File: src/core/plbw_map.vh
// Register map and constants of the PLL bandwidth and programming controller
// Assumes byte addresses on a 32-bit APB, one register per aligned word
`ifndef PLBW_MAP_VH
`define PLBW_MAP_VH
`define PLBW_OFF_CTRL 12'h000
`define PLBW_OFF_BWC 12'h004
`define PLBW_OFF_PROG 12'h008
`define PLBW_OFF_BRK 12'h00c
// Loop control register bit positions
`define PLBW_CTL_IE 7
`define PLBW_CTL_FLAG 6
`define PLBW_CTL_ON 5
`define PLBW_CTL_BCS 4
// Bandwidth control register bit positions
`define PLBW_BWC_AUTO 7
`define PLBW_BWC_LOCK 6
`define PLBW_BWC_TRK 5
`define PLBW_BWC_XLD 4
// Break flag control register bit position
`define PLBW_BRK_BREAK_CLEAR_ENABLE 7
// Reset values
`define PLBW_RST_MUL 4'h6
`define PLBW_RST_VRS 4'h6
`define PLBW_RST_ON 1'b1
// Crystal check window: N times this many cycles
`define PLBW_XLD_CYC_PER_N 4
`endif

File: src/core/plbw_ctrl.v
// PLL bandwidth and programming control with APB register access
// Assumes analog loop supplies lock/tracking status and crystal activity
// Functional notes
// - Auto bit selects auto bandwidth, reset clears
// - Lock reads live in auto, zero manual
// - Tracking bit: status auto, control manual
// - Manual tracking value kept during auto
// - Crystal check: write one, wait, read
// - Crystal loss only with VCO selected
// - Multiplier field, zero acts as one, reset six
// - Multiplier writes ignored while PLL on
// - Range field, locked while on, reset six
// - Range zero disables PLL, clears select
// - Auto mode: flag on lock change, gated irq
// - Manual mode: no irq, flag reads zero
// - VCO may be selected while unlocked
// - Generator keeps running in wait mode
// - Stop disables generator, outputs held low
// - Stop clears select, crystal drives base clock
// - Break clear enable: cleared bits stay cleared
// - Break without enable leaves flag untouched
// - Acquisition ends when status shows tracking
// - Control register read clears change flag
// - Select cannot be set while PLL off
// - Base clock held during source switch
// - Manual mode: irq enable ignores writes, reads zero
//
// The placing of the registers and register access over APB were chosen for this implementation.
`include "plbw_map.vh"
module plbw_ctrl #(
    parameter SWITCH_CYC = 6
)(
    input wire clk,
    input wire srst,
    input wire psel,
    input wire penable,
    input wire pwrite,
    input wire [11:0] paddr,
    input wire [31:0] pwdata,
    output reg [31:0] prdata,
    output reg pready,
    output reg pslverr,
    input wire loop_lock_in,
    input wire loop_tracking_in,
    input wire crystal_active_in,
    input wire stop_req,
    input wire wait_mode,
    input wire break_state,
    output reg loop_enable,
    output reg loop_tracking_force,
    output reg [3:0] feedback_ratio,
    output reg [3:0] vco_range,
    output reg vco_select,
    output reg base_clock_hold,
    output reg crystal_clock_en,
    output reg base_clock_en,
    output reg clockgen_irq
);
    ////////////////////////////////////////////////////////////////////////////
    // Register state
    reg auto_bw;
    reg irq_en;
    reg chg_flag;
    reg loop_power_on;
    reg base_clock_select;
    reg trk_store;
    reg xld_flag;
    reg [5:0] xld_cnt;
    reg [3:0] fb_field;
    reg [3:0] vrs_field;
    reg break_clear_enable;
    reg [7:0] sw_cnt;
    reg lk_s1, lk_s2, lk_d;
    reg tk_s1, tk_s2;
    reg xa_s1, xa_s2;
    reg st_s1, st_s2;
    wire stop_now = st_s2;

    // Multiplier N with zero treated as one
    function [3:0] mul_n;
        input [3:0] f;
        begin
            mul_n = (f == 4'h0) ? 4'h1 : f;
        end
    endfunction

    ////////////////////////////////////////////////////////////////////////////
    // Access decode
    wire acc = psel && penable;
    wire wr = acc && pwrite;
    wire rd = acc && !pwrite;
    wire hit_ctl = (paddr == `PLBW_OFF_CTRL);
    wire hit_bwc = (paddr == `PLBW_OFF_BWC);
    wire hit_prg = (paddr == `PLBW_OFF_PROG);
    wire hit_brk = (paddr == `PLBW_OFF_BRK);
    wire mapped = hit_ctl | hit_bwc | hit_prg | hit_brk;
    // Flag clear by access is blocked during break unless enabled
    wire flag_clr_ok = !break_state || break_clear_enable;
    wire lock_vis = auto_bw & lk_s2;
    wire trk_vis = auto_bw ? tk_s2 : trk_store;
    wire lock_edge = lk_s2 ^ lk_d;
    wire xld_vis = base_clock_select & xld_flag;

    // Read data mux
    reg [7:0] rd_byte;
    always @*
    begin
        rd_byte = 8'h00;
        case (paddr)
            `PLBW_OFF_CTRL: rd_byte = {auto_bw & irq_en, auto_bw & chg_flag, loop_power_on,
                base_clock_select, 4'hf};
            `PLBW_OFF_BWC: rd_byte = {auto_bw, lock_vis, trk_vis, xld_vis, 4'h0};
            `PLBW_OFF_PROG: rd_byte = {fb_field, vrs_field};
            `PLBW_OFF_BRK: rd_byte = {break_clear_enable, 7'h00};
            default: rd_byte = 8'h00;
        endcase
    end

    ////////////////////////////////////////////////////////////////////////////
    // Input synchronisers
    always @(posedge clk)
    begin
        if (srst)
        begin
            {lk_s1, lk_s2, lk_d, tk_s1, tk_s2, xa_s1, xa_s2, st_s1, st_s2} <= 9'h000;
        end
        else
        begin
            lk_s1 <= loop_lock_in;
            lk_s2 <= lk_s1;
            lk_d <= lk_s2;
            tk_s1 <= loop_tracking_in;
            tk_s2 <= tk_s1;
            xa_s1 <= crystal_active_in;
            xa_s2 <= xa_s1;
            st_s1 <= stop_req;
            st_s2 <= st_s1;
        end
    end

    ////////////////////////////////////////////////////////////////////////////
    // APB response, one wait-free access phase
    always @(posedge clk)
    begin
        if (srst)
        begin
            prdata <= 32'h00000000;
            pready <= 1'b0;
            pslverr <= 1'b0;
        end
        else
        begin
            pready <= psel && !penable;
            pslverr <= psel && !penable && !mapped;
            prdata <= (psel && !penable) ? {24'h000000, rd_byte} : 32'h00000000;
        end
    end

    // Transfer completes in the cycle pready is high
    wire done = acc && pready;

    ////////////////////////////////////////////////////////////////////////////
    // Control register and change flag
    always @(posedge clk)
    begin
        if (srst)
        begin
            irq_en <= 1'b0;
            chg_flag <= 1'b0;
            loop_power_on <= `PLBW_RST_ON;
            base_clock_select <= 1'b0;
            break_clear_enable <= 1'b0;
        end
        else
        begin
            if (done && wr && hit_brk)
                break_clear_enable <= pwdata[`PLBW_BRK_BREAK_CLEAR_ENABLE];
            // Set wins over read clear
            if (auto_bw && lock_edge)
                chg_flag <= 1'b1;
            else if (done && hit_ctl && flag_clr_ok)
                chg_flag <= 1'b0;
            // Range zero or stop forces the crystal; other control bits still take writes
            if (stop_now || vrs_field == 4'h0)
                base_clock_select <= 1'b0;
            else if (done && wr && hit_ctl && (!pwdata[`PLBW_CTL_BCS] || loop_power_on))
                base_clock_select <= pwdata[`PLBW_CTL_BCS];
            if (done && wr && hit_ctl)
            begin
                if (auto_bw)
                    irq_en <= pwdata[`PLBW_CTL_IE];
                // Power cannot drop while VCO selected
                if (pwdata[`PLBW_CTL_ON] || !base_clock_select)
                    loop_power_on <= pwdata[`PLBW_CTL_ON];
            end
        end
    end

    ////////////////////////////////////////////////////////////////////////////
    // Bandwidth register and crystal loss check
    always @(posedge clk)
    begin
        if (srst)
        begin
            auto_bw <= 1'b0;
            trk_store <= 1'b0;
            xld_flag <= 1'b0;
            xld_cnt <= 6'h00;
        end
        else
        begin
            if (done && wr && hit_bwc)
            begin
                auto_bw <= pwdata[`PLBW_BWC_AUTO];
                if (!auto_bw)
                    trk_store <= pwdata[`PLBW_BWC_TRK];
            end
            if (done && wr && hit_bwc && pwdata[`PLBW_BWC_XLD] && base_clock_select)
            begin
                xld_flag <= 1'b1;
                xld_cnt <= {mul_n(fb_field), 2'b00};
            end
            else if (!base_clock_select)
            begin
                xld_flag <= 1'b0;
                xld_cnt <= 6'h00;
            end
            else if (xa_s2)
                xld_flag <= 1'b0;
            else if (xld_cnt != 6'h00)
                xld_cnt <= xld_cnt - 6'h01;
        end
    end

    ////////////////////////////////////////////////////////////////////////////
    // Programming register, protected while PLL on
    always @(posedge clk)
    begin
        if (srst)
        begin
            fb_field <= `PLBW_RST_MUL;
            vrs_field <= `PLBW_RST_VRS;
        end
        else if (done && wr && hit_prg && !loop_power_on)
        begin
            fb_field <= pwdata[7:4];
            vrs_field <= pwdata[3:0];
        end
    end

    ////////////////////////////////////////////////////////////////////////////
    // Source switch hold counter
    always @(posedge clk)
    begin
        if (srst)
            sw_cnt <= 8'h00;
        else if (vco_select != (base_clock_select && vrs_field != 4'h0))
            sw_cnt <= SWITCH_CYC[7:0];
        else if (sw_cnt != 8'h00)
            sw_cnt <= sw_cnt - 8'h01;
    end

    ////////////////////////////////////////////////////////////////////////////
    // Registered outputs to the analog loop and clock tree
    always @(posedge clk)
    begin
        if (srst)
        begin
            loop_enable <= 1'b0;
            loop_tracking_force <= 1'b0;
            feedback_ratio <= `PLBW_RST_MUL;
            vco_range <= `PLBW_RST_VRS;
            vco_select <= 1'b0;
            base_clock_hold <= 1'b0;
            crystal_clock_en <= 1'b0;
            base_clock_en <= 1'b0;
            clockgen_irq <= 1'b0;
        end
        else
        begin
            // Wait mode does not gate anything here
            loop_enable <= loop_power_on && vrs_field != 4'h0 && !stop_now;
            loop_tracking_force <= auto_bw ? 1'b0 : trk_store;
            feedback_ratio <= mul_n(fb_field);
            vco_range <= vrs_field;
            vco_select <= base_clock_select && vrs_field != 4'h0;
            base_clock_hold <= (vco_select != (base_clock_select && vrs_field != 4'h0))
                || (sw_cnt > 8'h01);
            crystal_clock_en <= !stop_now;
            base_clock_en <= !stop_now;
            clockgen_irq <= !stop_now && auto_bw && irq_en && chg_flag;
        end
    end
endmodule // plbw_ctrl

File: config.mk
export PLATFORM = sky130hd
export DESIGN_NAME = plbw_ctrl
export DESIGN_NICKNAME = d
export VERILOG_FILES = /design/src/core/plbw_ctrl.v
export VERILOG_INCLUDE_DIRS = /design/src /design/src/core
export SDC_FILE = /design/constraint.sdc
export NUM_CORES = 1
export LEC_CHECK = 0
export ABC_AREA = 1
export BUFFER_PORTS_ARGS = -buffer_cell sky130_fd_sc_hd__buf_2
export CORE_MARGIN = 2
export CORE_UTILIZATION = 52
export DETAILED_ROUTE_END_ITERATION = 12
export MAX_ROUTING_LAYER = met4
export PLACE_DENSITY_LB_ADDON = 0.3
export REMOVE_ABC_BUFFERS = 1
export SYNTH_ARGS = -nofsm -noshare
export SYNTH_HDL_FRONTEND = slang
export SYNTH_SLANG_ARGS = --single-unit
File: constraint.sdc
create_clock -name clk -period 2.3 [get_ports clk]
set_input_delay 0.23 -clock clk [delete_from_list [all_inputs] [get_ports clk]]
set_output_delay 0.23 -clock clk [all_outputs]
set_load 0.01 [all_outputs]
==> results.sh <==
export IMPL_crit_path_max_fanout=13
export IMPL_final_cell_mix="nand2_1 (66), dfxtp_1 (57), buf_2 (54), nor2_1 (44), inv_1 (43)"
export IMPL_drive_above_1_share_pct=25.4
export IMPL_gp_congestion=0.830
export IMPL_ys_warnings_count=0
export IMPL_avgRoutedWirePerCell_um=10.2
export IMPL_first_iter_violations=135
export IMPL_final_common_cell="nand2_1"
export IMPL_cts_tree="built"
export IMPL_holdPathStages=3
export IMPL_cts_htree_levels=3
export IMPL_clock_path_buffers=2
export IMPL_first_pass_iters=4
export IMPL_drv_cap=0
export IMPL_grt_pass1_wl_um=7640
export IMPL_num_rows=25
export IMPL_grt_max_degree=17
export IMPL_ir_drop_mv=0.665
export IMPL_nFillCells=436
export IMPL_layout_nets=446
export IMPL_ys_async_sr_fraction_pct=0
export IMPL_vias_per_cell=4.50
export IMPL_seqCellArea_mm2=0.00114
export IMPL_ctsHoldBuffers=0
export IMPL_finalHoldViolCount=0
export IMPL_dp_slack_ns=0.704
export IMPL_p_per_area_mw_per_mm2=892
export IMPL_r2r_cells=6
export IMPL_yosysSeqAreaShare_pct=44.4
export IMPL_die_x_um=74.3
export IMPL_hp_class="input port to flip-flop"
export IMPL_utilization_pct=63.2
export IMPL_final_min_clock_period_ns=1.49
export IMPL_grt_setup_unrepaired="no"
export IMPL_cp_required_ns=2.58
export IMPL_ctsResizeCount=0
export IMPL_finalMaxSlewViolations=0
export IMPL_setup_violations=0
export IMPL_grt_use_total_pct=18.9
export IMPL_clock_sinks=57
export IMPL_status="complete, no violations"
export IMPL_syn_avg_cell_area_um2=7.79
export IMPL_fin_ws_ns=0.806
export IMPL_slew_headroom_pct=60.4
export IMPL_critPathArrivalTime_ns=1.77
export IMPL_fmax_ghz=0.669
export IMPL_initial_core_util_pct=54.1
export IMPL_period_share_pct=65.0
export IMPL_io_buffers=54
export IMPL_drcViolationCount=0
export IMPL_ant_nets=0
export IMPL_post_cts_setup_buffer_count=0
export IMPL_tightestPinTransition_ns=0.590
export IMPL_numCtsBuffers=9
export IMPL_vias=2074
export IMPL_synth_edf_count=0
export IMPL_grt_pass1_vias=1796
export IMPL_place_hpwl_um=3470
export IMPL_yosysUniqueCellTypes=33
export IMPL_ioPinCount=104
export IMPL_start_kind="flip-flop"
export IMPL_diodes=0
export IMPL_ys_flop_type="dfxtp_1"
export IMPL_tns_ns=0
export IMPL_antenna_found_initial=0
export IMPL_skew_ns=0.00475
export IMPL_routed_wl_um=4710
export IMPL_crit_type="flip-flop to flip-flop"
export IMPL_area_growth_pct=16.8
export IMPL_cp_end_kind="flip-flop"
export IMPL_die_y_um=74.3
export IMPL_core_mm2=0.00475
export IMPL_p_leak_nw=1.50
export IMPL_grt_remaining_overflow=0
export IMPL_dieArea_mm2=0.00552
export IMPL_ys_seq_elements=57
export IMPL_path_clk_slew_ns=0.07
export IMPL_clk_latency_ns=0.33
export IMPL_syn_cell_area_mm2=0.00257
export IMPL_netlist_instances=330
export IMPL_multiInputGateArea_mm2=0.00111
export IMPL_cts_root_buffer="clkbuf_8"
[where the power goes]
part           internal [mW]  switching (mW)  leakage (nW)  total, mW
clock network          0.608           0.389        0.0995      0.997
logic                  0.224           0.341         0.932      0.565
registers               1.07          0.0460         0.464       1.12
total                   1.90           0.776          1.50       2.68
[cells in the mapped netlist (3+ instances only)]
cell type | instances | area share [%]
dfxtp_1 | 57 | 44
nand4_1 | 7 | 1.7
a21oi_1 | 8 | 1.6
a21oi_2 | 7 | 2.4
xor2_1 | 5 | 1.7
clkbuf_1 | 4 | 0.58
nor2_2 | 7 | 1.7
nand3_1 | 17 | 3.3
buf_4 | 25 | 7.3
nor3_1 | 4 | 0.78
nand2_1 | 66 | 9.6
nand2_2 | 3 | 0.73
nor2_1 | 44 | 6.4
inv_1 | 43 | 6.3
o21ai_0 | 6 | 1.2
o21ai_1 | 4 | 0.78
[critical path: stages, from the launching register on]
cell and delay (ns):
dfxtp_1 0.34, nand3_1 0.10, nor2_2 0.27, nand4_2 0.35, inv_1 0.24, nand2_1 0.07
nand3_1 0.06
[layout make-up]
class	count	share of cell area, %
Sequential cell	57	38.0
Multi-Input combinational cell	219	36.9
Timing Repair Buffer	56	9.50
Inverter	46	5.75
Clock buffer	11	4.38
Tap cell	67	2.79
Clock inverter	5	2.67
[per-layer routing]
layer	global-route usage (%)	part of all wire [%]	vias up
met1	22.6	47	905
li1	-	-	1086
met4	9.72	2.2	0
met2	29.9	44	74
met5	-	0	-
met3	4.34	6.5	9
[cells by family (layout without fill, tap and decap cells)]
kind of cell	after synthesis	in the layout	synth area share (%)
buffers and inverters	77	118	15.8
adder cells (fa/ha/maj)	2	2	0.974
AO/OA/AOI/OAI	28	28	6.77
AND/OR/NAND/NOR	157	157	28.9
other	1	24	0.146
XOR/XNOR	8	8	3.02
flip-flops	57	57	44.4
[sequential cells by signal, indices dropped and copies added (netlist names), 4 cells and up]
name,cells
vrs_field,4
prdata,8
sw_cnt,8
feedback_ratio,4
vco_range,4
fb_field,4
[final timing paths]
check                 endpoint  slack (ns)  startpoint
hold reg to reg          st_s2        0.40       st_s1
setup reg to reg  vrs_field[2]        0.81      pready
setup / recovery  vrs_field[2]        0.81      pready
hold / removal     fb_field[2]        0.09   pwdata[6]
[per-stage QoR]
step	instances	power, mW	cell area, um2	hold WS, ns
6_report	461	2.68	3000	0.0928
3_5_place_dp	445	1.70	2790	0.394
3_3_place_gp	445	1.68	2790	0.389
5_1_grt	461	2.84	3000	0.107
4_1_cts	461	2.70	3000	0.0905
2_1_floorplan	322	1.57	2420	0.299
No activity file was read; power rests on OpenSTA's default activity.
